## config.mk

```make
export PLATFORM = sky130hd
export DESIGN_NAME = fac_top
export DESIGN_NICKNAME = d
export VERILOG_FILES = /design/src/rtl/fac_pkg.sv /design/src/rtl/fac_decimator.sv /design/src/rtl/fac_sat_monitor.sv /design/src/rtl/fac_top.sv
export VERILOG_INCLUDE_DIRS = /design/src /design/src/rtl
export SDC_FILE = /design/constraint.sdc
export NUM_CORES = 2
export LEC_CHECK = 0
export ABC_AREA = 1
export BUFFER_PORTS_ARGS = -buffer_cell sky130_fd_sc_hd__buf_2
export CAP_MARGIN = 0
export CELL_PAD_IN_SITES_DETAIL_PLACEMENT = 0
export CELL_PAD_IN_SITES_GLOBAL_PLACEMENT = 1
export CORE_AREA = 2 2 218 327
export DETAILED_ROUTE_END_ITERATION = 16
export DIE_AREA = 0 0 220 329
export GPL_TIMING_DRIVEN = 0
export PLACE_DENSITY = 0.8
export SETUP_SLACK_MARGIN = 0.4
export SLEW_MARGIN = 20
export SYNTH_ARGS = -nofsm -noshare
export SYNTH_HDL_FRONTEND = slang
export SYNTH_SLANG_ARGS = --single-unit
```

## constraint.sdc

```tcl
create_clock -name SYS_CLK -period 8.2 [get_ports SYS_CLK]
set_clock_uncertainty 0.05 [all_clocks]
set_input_delay 1.64 -clock SYS_CLK [delete_from_list [all_inputs] [get_ports SYS_CLK]]
set_output_delay 1.64 -clock SYS_CLK [all_outputs]
set_load 0.1 [all_outputs]
```

## src/rtl/fac_defs.svh

```systemverilog
`ifndef FAC_DEFS_SVH
`define FAC_DEFS_SVH

// ----------------------------------------
// Register byte offsets
// ----------------------------------------
`define FAC_OFF_CTRL 8'h00
`define FAC_OFF_PROC_DEC 8'h04
`define FAC_OFF_REC_DEC 8'h08
`define FAC_OFF_REC_LEN 8'h0c
`define FAC_OFF_GROW_LEN 8'h10
`define FAC_OFF_HOLDOFF 8'h14
`define FAC_OFF_SAT_THR 8'h18
`define FAC_OFF_CMD 8'h1c
`define FAC_OFF_STATUS 8'h20
`define FAC_OFF_SAT_POLL 8'h24
`define FAC_OFF_CAP_CNT 8'h28

// ----------------------------------------
// Control register fields
// ----------------------------------------
`define FAC_CTRL_FB_ON 0
`define FAC_CTRL_COEF 1
`define FAC_CTRL_GAIN_LO 2
`define FAC_CTRL_GAIN_HI 4
`define FAC_CTRL_SWAP 8
`define FAC_CTRL_TRIG_SRC 9
`define FAC_CTRL_REARM 10
`define FAC_CTRL_MEM 11

// ----------------------------------------
// Command register pulse bits
// ----------------------------------------
`define FAC_CMD_TRIG 0
`define FAC_CMD_ARM 1
`define FAC_CMD_READOUT 2

// ----------------------------------------
// Status register fields
// ----------------------------------------
`define FAC_ST_HEALTH_LO 0
`define FAC_ST_HEALTH_HI 3
`define FAC_ST_SAT 4
`define FAC_ST_ARMED 5
`define FAC_ST_BUSY 6
`define FAC_ST_DONE 7

// ----------------------------------------
// Limits, widths and bus constants
// ----------------------------------------
`define FAC_BRAM_LIMIT 24'd131072
`define FAC_SRAM_LIMIT 24'd8388608
`define FAC_HOLD_GROUP 2
`define FAC_HTRANS_ACTIVE 1
`define FAC_ADDR_HI 7
`define FAC_ADDR_LO 2
`define FAC_SAT_FRAC_W 16
`define FAC_RESP_OKAY 1'b0

`endif

```

## src/rtl/fac_pkg.sv

```systemverilog
package fac_pkg;

	// Acquisition sequencer states
	typedef enum logic [1:0] {FAC_IDLE, FAC_HOLD, FAC_REC} fac_acq_e;

	// AHB-Lite request from the master
	typedef struct packed {
		logic hsel;
		logic [31:0] haddr;
		logic [1:0] htrans;
		logic hwrite;
		logic [2:0] hsize;
		logic [31:0] hwdata;
		logic hready;
	} fac_ahb_req_s;

	// Filter output sample stream
	typedef struct packed {
		logic valid;
		logic saturated;
		logic [15:0] data;
	} fac_sample_s;

	// Asynchronous health indicators
	typedef struct packed {
		logic fiducial_error;
		logic capture_clock_manager_unlocked;
		logic processing_clock_manager_unlocked;
		logic rf_clock_missing;
	} fac_health_s;

	// Capture memory write port
	typedef struct packed {
		logic we_bram;
		logic we_sram;
		logic [22:0] addr;
		logic [15:0] data;
	} fac_cap_s;

	// Decimator state
	typedef struct packed {
		logic [7:0] cnt;
	} fac_dec_s;

	// Saturation monitor state
	typedef struct packed {
		logic [23:0] sat_cnt;
		logic [23:0] total_cnt;
	} fac_sat_s;

	// Top-level state
	typedef struct packed {
		logic feedback_on;
		logic coef_set;
		logic [2:0] gain_shift;
		logic coef_swap_enable;
		logic trigger_source_select;
		logic automatic_rearm;
		logic capture_memory_select;
		logic [7:0] proc_decimation;
		logic [7:0] record_decimation;
		logic [23:0] rec_len;
		logic [23:0] grow_len;
		logic [15:0] holdoff;
		logic [15:0] sat_thresh;
		logic [1:0] trig_sync;
		logic trig_prev;
		fac_health_s health_meta;
		fac_health_s health_sync;
		logic armed;
		fac_acq_e acq;
		logic [17:0] phase_cnt;
		logic [23:0] rec_cnt;
		logic done;
		logic [15:0] dac_data;
		fac_cap_s cap;
		logic write_ph;
		logic [7:0] addr;
		logic [31:0] hrdata;
	} fac_top_s;

endpackage

```

## src/rtl/fac_decimator.sv

```systemverilog
`timescale 1ns/100ps
`default_nettype none

module fac_decimator (
	input wire logic SYS_CLK,
	input wire logic SYS_RST,
	input wire logic VALID,
	input wire logic [7:0] FACTOR,
	output logic STROBE
);
	import fac_pkg::*;

	fac_dec_s s; // Registered state
	fac_dec_s n; // Next state

	// ----------------------------------------
	// One strobe every FACTOR valid samples
	// ----------------------------------------
	// pick every Nth sample
	assign STROBE = VALID && (s.cnt == 8'h00);

	// Countdown to the next kept sample
	always_comb begin
		n = s;
		if (VALID) begin
			if (s.cnt != 8'h00) begin
				n.cnt = s.cnt - 8'h01;
			end else if (FACTOR > 8'h01) begin
				n.cnt = FACTOR - 8'h01;
			end
		end
	end

	// State register
	always_ff @(posedge SYS_CLK) begin
		if (SYS_RST) begin
			s <= '0;
		end else begin
			s <= n;
		end
	end
endmodule

`default_nettype wire

```

## src/rtl/fac_sat_monitor.sv

```systemverilog
`timescale 1ns/100ps
`default_nettype none
`include "fac_defs.svh"

module fac_sat_monitor (
	input wire logic SYS_CLK,
	input wire logic SYS_RST,
	input wire logic VALID,
	input wire logic SATURATED,
	input wire logic CLEAR,
	input wire logic [15:0] THRESH,
	output logic FLAG
);
	import fac_pkg::*;

	fac_sat_s s; // Registered counters
	fac_sat_s n; // Next counters
	logic sat_ev; // Saturated sample this cycle
	logic [39:0] scaled_sat; // Saturated count in duty units
	logic [39:0] scaled_thr; // Threshold times sample count

	// ----------------------------------------
	// Duty-cycle comparison
	// ----------------------------------------
	assign sat_ev = VALID && SATURATED;
	assign scaled_sat = {s.sat_cnt, {`FAC_SAT_FRAC_W{1'b0}}};
	assign scaled_thr = 40'(THRESH) * 40'(s.total_cnt);
	// zero threshold flags any single event
	assign FLAG = scaled_sat > scaled_thr;

	// Integrating counters, saturating at full scale
	always_comb begin
		n = s;
		if (CLEAR) begin
			n.sat_cnt = '0;
			n.total_cnt = '0;
		end
		// integrate saturated time, new event beats clear
		if (sat_ev && !(&n.sat_cnt)) begin
			n.sat_cnt = n.sat_cnt + 24'h1;
		end
		if (VALID && !(&n.total_cnt)) begin
			n.total_cnt = n.total_cnt + 24'h1;
		end
	end

	// State register
	always_ff @(posedge SYS_CLK) begin
		if (SYS_RST) begin
			s <= '0;
		end else begin
			s <= n;
		end
	end
endmodule

`default_nettype wire

```

## src/rtl/fac_top.sv

```systemverilog
// Local design decisions: the AHB-Lite register port and the address map.
`timescale 1ns/100ps
`default_nettype none
`include "fac_defs.svh"

module fac_top (
	input wire logic SYS_CLK,
	input wire logic SYS_RST,
	input wire fac_pkg::fac_ahb_req_s AHB_REQ,
	output logic [31:0] HRDATA,
	output logic HREADYOUT,
	output logic HRESP,
	input wire fac_pkg::fac_sample_s SAMPLE,
	output logic [15:0] DAC_DATA,
	output logic PROC_STROBE,
	output logic COEF_SET,
	input wire logic EXTERNAL_TRIGGER_INPUT,
	input wire fac_pkg::fac_health_s HEALTH,
	output var fac_pkg::fac_cap_s CAP
);
	import fac_pkg::*;

	// ----------------------------------------
	// Declarations
	// ----------------------------------------
	fac_top_s s; // Registered state
	fac_top_s n; // Next state
	logic proc_strobe; // Processing path sample kept
	logic rec_strobe; // Capture path sample kept
	logic filter_saturation_flag; // Duty above threshold
	logic sat_clear; // Poll read of the saturation result
	logic addr_act; // Valid address phase this cycle
	logic [7:0] addr_in; // Word-aligned offset of request
	logic soft_trig; // Software trigger pulse
	logic arm_cmd; // Arm pulse
	logic readout_cmd; // Readout finished pulse
	logic ext_edge; // Rising edge of external trigger
	logic trig_ok; // Accepted trigger in idle
	logic [23:0] eff_len; // Record length after memory cap
	logic [23:0] mem_limit; // Cap of selected memory
	logic invert; // Coefficient select inverted
	logic [15:0] scaled; // Gain-shifted, clamped sample

	// ----------------------------------------
	// Helpers
	// ----------------------------------------
	// Gain by arithmetic shift, clamped to the output range
	function automatic logic [15:0] apply_gain(logic [15:0] d, logic [2:0] sh);
		logic signed [31:0] w;
		w = 32'(signed'(d)) <<< sh;
		if (w > 32'sh00007fff) begin
			apply_gain = 16'h7fff;
		end else if (w < -32'sh00008000) begin
			apply_gain = 16'h8000;
		end else begin
			apply_gain = w[15:0];
		end
	endfunction

	// Read data for one register offset
	function automatic logic [31:0] read_word(fac_top_s r, logic [7:0] a, logic flag);
		logic [31:0] w;
		w = '0;
		unique case (a)
			`FAC_OFF_CTRL: begin
				w[`FAC_CTRL_FB_ON] = r.feedback_on;
				w[`FAC_CTRL_COEF] = r.coef_set;
				w[`FAC_CTRL_GAIN_HI:`FAC_CTRL_GAIN_LO] = r.gain_shift;
				w[`FAC_CTRL_SWAP] = r.coef_swap_enable;
				w[`FAC_CTRL_TRIG_SRC] = r.trigger_source_select;
				w[`FAC_CTRL_REARM] = r.automatic_rearm;
				w[`FAC_CTRL_MEM] = r.capture_memory_select;
			end
			`FAC_OFF_PROC_DEC: w[7:0] = r.proc_decimation;
			`FAC_OFF_REC_DEC: w[7:0] = r.record_decimation;
			`FAC_OFF_REC_LEN: w[23:0] = r.rec_len;
			`FAC_OFF_GROW_LEN: w[23:0] = r.grow_len;
			`FAC_OFF_HOLDOFF: w[15:0] = r.holdoff;
			`FAC_OFF_SAT_THR: w[15:0] = r.sat_thresh;
			`FAC_OFF_STATUS: begin
				w[`FAC_ST_HEALTH_HI:`FAC_ST_HEALTH_LO] = r.health_sync;
				w[`FAC_ST_SAT] = flag;
				w[`FAC_ST_ARMED] = r.armed;
				w[`FAC_ST_BUSY] = (r.acq != FAC_IDLE);
				w[`FAC_ST_DONE] = r.done;
			end
			`FAC_OFF_SAT_POLL: w[`FAC_ST_SAT] = flag;
			`FAC_OFF_CAP_CNT: w[23:0] = r.rec_cnt;
			default: w = '0;
		endcase
		read_word = w;
	endfunction

	// ----------------------------------------
	// Decimators and saturation monitor
	// ----------------------------------------
	// processing path decimation
	fac_decimator u_proc_dec (
		.SYS_CLK(SYS_CLK),
		.SYS_RST(SYS_RST),
		.VALID(SAMPLE.valid),
		.FACTOR(s.proc_decimation),
		.STROBE(proc_strobe)
	);

	// separate counter for the capture path
	fac_decimator u_rec_dec (
		.SYS_CLK(SYS_CLK),
		.SYS_RST(SYS_RST),
		.VALID(SAMPLE.valid),
		.FACTOR(s.record_decimation),
		.STROBE(rec_strobe)
	);

	fac_sat_monitor u_sat (
		.SYS_CLK(SYS_CLK),
		.SYS_RST(SYS_RST),
		.VALID(SAMPLE.valid),
		.SATURATED(SAMPLE.saturated),
		.CLEAR(sat_clear),
		.THRESH(s.sat_thresh),
		.FLAG(filter_saturation_flag)
	);

	// ----------------------------------------
	// Derived terms
	// ----------------------------------------
	assign addr_act = AHB_REQ.hsel && AHB_REQ.hready && AHB_REQ.htrans[`FAC_HTRANS_ACTIVE];
	assign addr_in = {AHB_REQ.haddr[`FAC_ADDR_HI:`FAC_ADDR_LO], 2'b00};
	// reading the poll register clears the integrator
	assign sat_clear = addr_act && !AHB_REQ.hwrite && (addr_in == `FAC_OFF_SAT_POLL);
	// Edge from the second synchroniser stage only
	assign ext_edge = s.trig_sync[1] && !s.trig_prev;
	// cap the length by the memory in use
	assign mem_limit = s.capture_memory_select ? `FAC_SRAM_LIMIT : `FAC_BRAM_LIMIT;
	assign eff_len = (s.rec_len > mem_limit) ? mem_limit : s.rec_len;
	// inversion during hold-off and the first grow samples
	assign invert = (s.acq == FAC_HOLD) ||
		(s.acq == FAC_REC && s.coef_swap_enable && s.rec_cnt < s.grow_len);
	assign scaled = apply_gain(SAMPLE.data, s.gain_shift);

	// Command pulses come from the data phase of a write
	always_comb begin
		soft_trig = 1'b0;
		arm_cmd = 1'b0;
		readout_cmd = 1'b0;
		if (s.write_ph && s.addr == `FAC_OFF_CMD) begin
			soft_trig = AHB_REQ.hwdata[`FAC_CMD_TRIG];
			arm_cmd = AHB_REQ.hwdata[`FAC_CMD_ARM];
			readout_cmd = AHB_REQ.hwdata[`FAC_CMD_READOUT];
		end
	end

	// internal start is the software command
	assign trig_ok = (s.acq == FAC_IDLE) &&
		(s.trigger_source_select ? (ext_edge && s.armed) : soft_trig);

	// ----------------------------------------
	// Next-state logic
	// ----------------------------------------
	always_comb begin
		n = s;
		n.cap.we_bram = 1'b0;
		n.cap.we_sram = 1'b0;
		// dedicated external trigger pin, two-stage sync
		n.trig_sync = {s.trig_sync[0], EXTERNAL_TRIGGER_INPUT};
		n.trig_prev = s.trig_sync[1];
		n.health_meta = HEALTH;
		n.health_sync = s.health_meta;

		// Register writes in the data phase
		if (s.write_ph) begin
			case (s.addr)
				`FAC_OFF_CTRL: begin
					n.feedback_on = AHB_REQ.hwdata[`FAC_CTRL_FB_ON];
					n.coef_set = AHB_REQ.hwdata[`FAC_CTRL_COEF];
					n.gain_shift = AHB_REQ.hwdata[`FAC_CTRL_GAIN_HI:`FAC_CTRL_GAIN_LO];
					n.coef_swap_enable = AHB_REQ.hwdata[`FAC_CTRL_SWAP];
					n.trigger_source_select = AHB_REQ.hwdata[`FAC_CTRL_TRIG_SRC];
					n.automatic_rearm = AHB_REQ.hwdata[`FAC_CTRL_REARM];
					n.capture_memory_select = AHB_REQ.hwdata[`FAC_CTRL_MEM];
				end
				`FAC_OFF_PROC_DEC: n.proc_decimation = AHB_REQ.hwdata[7:0];
				`FAC_OFF_REC_DEC: n.record_decimation = AHB_REQ.hwdata[7:0];
				`FAC_OFF_REC_LEN: n.rec_len = AHB_REQ.hwdata[23:0];
				`FAC_OFF_GROW_LEN: n.grow_len = AHB_REQ.hwdata[23:0];
				`FAC_OFF_HOLDOFF: n.holdoff = AHB_REQ.hwdata[15:0];
				`FAC_OFF_SAT_THR: n.sat_thresh = AHB_REQ.hwdata[15:0];
				default: ;
			endcase
		end

		// Address phase capture
		n.write_ph = addr_act && AHB_REQ.hwrite;
		if (addr_act) begin
			n.addr = addr_in;
		end

		// Acquisition sequencer
		unique case (s.acq)
			FAC_IDLE: begin
				if (trig_ok) begin
					n.done = 1'b0;
					n.rec_cnt = '0;
					n.phase_cnt = '0;
					if (s.coef_swap_enable && s.holdoff != 16'h0000) begin
						n.acq = FAC_HOLD;
					end else begin
						n.acq = FAC_REC;
					end
				end
			end
			FAC_HOLD: begin
				// hold-off counted in groups of four samples
				if (SAMPLE.valid) begin
					if (18'(s.phase_cnt + 18'h1) >= {s.holdoff, `FAC_HOLD_GROUP'b00}) begin
						n.acq = FAC_REC;
						n.phase_cnt = '0;
					end else begin
						n.phase_cnt = 18'(s.phase_cnt + 18'h1);
					end
				end
			end
			FAC_REC: begin
				if (s.rec_cnt >= eff_len) begin
					n.acq = FAC_IDLE;
					n.done = 1'b1;
				end else if (rec_strobe) begin
					// steer the write to the selected memory
					n.cap.we_bram = !s.capture_memory_select;
					n.cap.we_sram = s.capture_memory_select;
					n.cap.addr = s.rec_cnt[22:0];
					n.cap.data = SAMPLE.data;
					n.rec_cnt = 24'(s.rec_cnt + 24'h1);
				end
			end
		endcase

		// accepted external trigger uses up the arm
		if (trig_ok && s.trigger_source_select) begin
			n.armed = 1'b0;
		end
		if (arm_cmd || (readout_cmd && s.automatic_rearm)) begin
			n.armed = 1'b1;
		end

		// feedback output gated by the switch
		if (!s.feedback_on) begin
			n.dac_data = '0;
		end else if (proc_strobe) begin
			n.dac_data = scaled;
		end

		// Read data taken after this cycle's writes
		if (addr_act && !AHB_REQ.hwrite) begin
			n.hrdata = read_word(n, addr_in, filter_saturation_flag);
		end
	end

	// State register
	always_ff @(posedge SYS_CLK) begin
		if (SYS_RST) begin
			s <= '0;
		end else begin
			s <= n;
		end
	end

	// ----------------------------------------
	// Outputs
	// ----------------------------------------
	assign HRDATA = s.hrdata;
	assign HREADYOUT = 1'b1;
	assign HRESP = `FAC_RESP_OKAY;
	assign DAC_DATA = s.dac_data;
	assign PROC_STROBE = proc_strobe;
	// stored set chosen by the select bit, inverted during hold-off and the first grow samples
	assign COEF_SET = s.coef_set ^ invert;
	assign CAP = s.cap;

	logic small_in; // Sample that cannot clamp at any shift
	assign small_in = $signed(SAMPLE.data) < 16'sh0100 && $signed(SAMPLE.data) > -16'sh0100;
endmodule

`default_nettype wire

```

==> metrics.txt <==
die area=72,400 µm²; area leader, netlist=dfxtp_1; Critical Path End Type=flip-flop; post-route minimum period=7800 ps; DR vias/cell=5.18; PD cells=95.5 nW/µm²; overall routing resource usage=0.322; Avg Synthesized Cell Area=6.91 µm²; pre-CTS setup slack=-1940 ps; commonest cells after routing, fill and taps aside=nand2_1, inv_1, nor2_1, dfxtp_1, fa_1; Die Height=329 µm; hold depth=2; Mapped Area=31,700 µm²; type of the most critical hold path=reg2reg; Max H-tree Level=1; commonest non-fill, non-tap cell in the layout=nand2_1; final worst-path setup slack=399 ps; max-cap violations=0; # IOs=190; CTS tree=yes; internal power=2.47 mW; WP data required=8610 ps; CTS root buf=clkbuf_16; ant diodes=0; crit path launch type=flip-flop; sequential area share after synthesis=0.196; Post-DP HPWL=92,900 µm; flop2flop setup slack=400 ps; combinational share of power=0.172; RSZ-0062 raised after global routing=yes; total power=3.59 mW; fmax=128 MHz; Port-buffer cells=140; TritonRoute pass-1 iters=6; ys async rst share=0; Hold EP=n[152]$_SDFF_PP0_; Layout area overhead=18.5%; endpoints failing setup=0; worst-margin pin slew=1120 ps; fraction of final layout cells sized beyond drive strength 1=0.147; DRT iter0 DRCs=1,681; Starting Density=0.455; Psw=1.12 mW; Final Hold Vio Count=0; vias in the first global route=30,300; initial antenna violation count=2; r2r startpoint=u_sat.s[5]$_SDFF_PP0_; routability cong.=0.972; crit-path max FO=10; wire per inst=20.2 µm; Arr. time, crit path=8210 ps; most frequent CP cell=inv_1; Die W=220 µm; library cells used by synthesis=55; max-slew violations=0; Lkg Pwr=18.7 nW; period utilization=0.951; std cell rows=119; TritonCTS buffer count=30; cell area after layout=37,600 µm²; routed vias=30,100; WP buf/inv=7; Nets=5,489; largest net degree at the start of global routing=16; Syn Inst Count=4,595; status=completed; Yosys top cell area share=0.196; total number of yosys warnings=0; critical path's top delay family=adder cells; Fill cells=7,074; CP max stage delay=570 ps; DRT Wirelength=117,000 µm; DP Area=33,600 µm²; CP Class=reg2reg; Fin Hold WS=351 ps; clock transition at the registers of the reported paths=70 ps; Post-route DRC=0; Sequential Power Share=0.438; CP max stage cell=fa_2; total congestion overflow=0; Clk network pwr share=0.390; Hold Crit Start=n[154]$_SDFF_PP0_; Reg-to-Reg End=HRDATA[4]$_SDFFE_PP0P_; Core Footprint=69,700 µm²; maximum vdd drop=0.152 mV; Sw Share=0.312; clock latency at the later pin of the worst-skew pair=610 ps; predominant post-synthesis flop cell=dfxtp_1; Post-synth EDFFs=0; Area contributors post-synth=dfxtp_1, fa_1, nand2_1; global-route wire length before repair=175,000 µm; CTS max path bufs=3; reg2reg path depth=38; Synth Register Bits=310; clock sinks=310; Final ANT Viol Nets=0; Slew headroom=0.251
cell families (layout without fill, tap and decap cells):
family	after synthesis	in the layout	synth area share
compound gates	632	632	0.108
xor+xnor	102	102	0.0281
fa+ha+maj	522	522	0.278
buf+inv	1148	1436	0.149
flops	310	310	0.196
mux	3	3	0.000946
other cells	2	10	0.000237
simple gates	1876	1876	0.240
per-layer routing:
layer  track usage  routed length [µm]
met4         0.240               10800
met5             0                  13
met2         0.605               61000
met3        0.0316                4490
met1         0.326               40700
Yosys cell counts, types with 10 or more instances:
cell type and count:
nand2_1 1200, inv_1 822, nor2_1 414, dfxtp_1 310, fa_1 306, a21oi_1 257, o21ai_0 240, ha_1 216
clkbuf_1 177, nand3_1 107, buf_4 95, xor2_1 65, nor3_1 54, o22ai_1 47, xnor2_1 37, nand4_1 36
o211ai_1 26, buf_2 17, nor4_1 15, buf_1 14, o21ai_1 14, inv_2 13, nor2_2 12, a31oi_1 10
tightest hold or removal path: stages, from the launching register on:
cell and delay (ps):
dfxtp_1 300, inv_1 40, nor2_1 30
flip-flops by register name (all words and copies together), names as in the netlist:
signal	count
CAP	41
u_proc_dec.s	8
s	159
u_rec_dec.s	8
HRDATA	24
u_sat.s	48
DAC_DATA	16
n	6
final cells by class:
| type | instances | area (µm²) | area share |
|---|---|---|---|
| flip-flops and latches | 310 | 6230 | 0.166 |
| repair buffers | 235 | 1530 | 0.0407 |
| multi-input cells | 3145 | 21700 | 0.577 |
| well taps | 907 | 1130 | 0.0302 |
| clock buffers | 42 | 836 | 0.0222 |
| clock inverters | 11 | 97.6 | 0.00260 |
| inverters | 838 | 3150 | 0.0837 |
| plain buffers | 310 | 2930 | 0.0778 |
stage by stage:
step           utilization  TNS [ps]  std cells
4_1_cts              0.524         0       5757
3_5_place_dp         0.482     -1940       5651
6_report             0.540         0       5798
3_3_place_gp         0.482     -1980       5650
2_1_floorplan            -         0       4603
5_1_grt              0.540         0       5798
power groups by stage:
| stage | clock [mW] | sequential (mW) | combinational [mW] |
|---|---|---|---|
| final | 1.40 | 1.57 | 0.618 |
| after global routing | 1.47 | 1.57 | 0.693 |
| after CTS | 1.43 | 1.57 | 0.615 |
| after detailed placement | 0 | 1.60 | 0.607 |
| after global placement | 0 | 1.60 | 0.605 |
| after floorplan | 0 | 1.60 | 0.439 |
how the worst max path moves through the flow:
stage / end / startpoint / slack (ps) / cells past startpoint
2_1_floorplan: HRDATA[4]$_SDFFE_PP0P_ / u_sat.s[7]$_SDFF_PP0_ / 1130 / 38
3_3_place_gp: HRDATA[4]$_SDFFE_PP0P_ / s[170]$_SDFF_PP0_ / -1980 / 37
3_5_place_dp: HRDATA[4]$_SDFFE_PP0P_ / s[170]$_SDFF_PP0_ / -1940 / 37
4_1_cts: HRDATA[4]$_SDFFE_PP0P_ / s[156]$_SDFF_PP0_ / 10 / 39
5_1_grt: HRDATA[4]$_SDFFE_PP0P_ / u_sat.s[5]$_SDFF_PP0_ / 210 / 38
6_report: HRDATA[4]$_SDFFE_PP0P_ / u_sat.s[5]$_SDFF_PP0_ / 400 / 38
timing repair:
item | CTS | global route
cloned | 1 | 3
setup buffers | 52 | 38
resized for setup | 386 | 199
hold buffers | 0 | 0
pin swaps | 65 | 118
setup endpoints to repair | 1 | 1
Power figures use the tool's default switching activity.
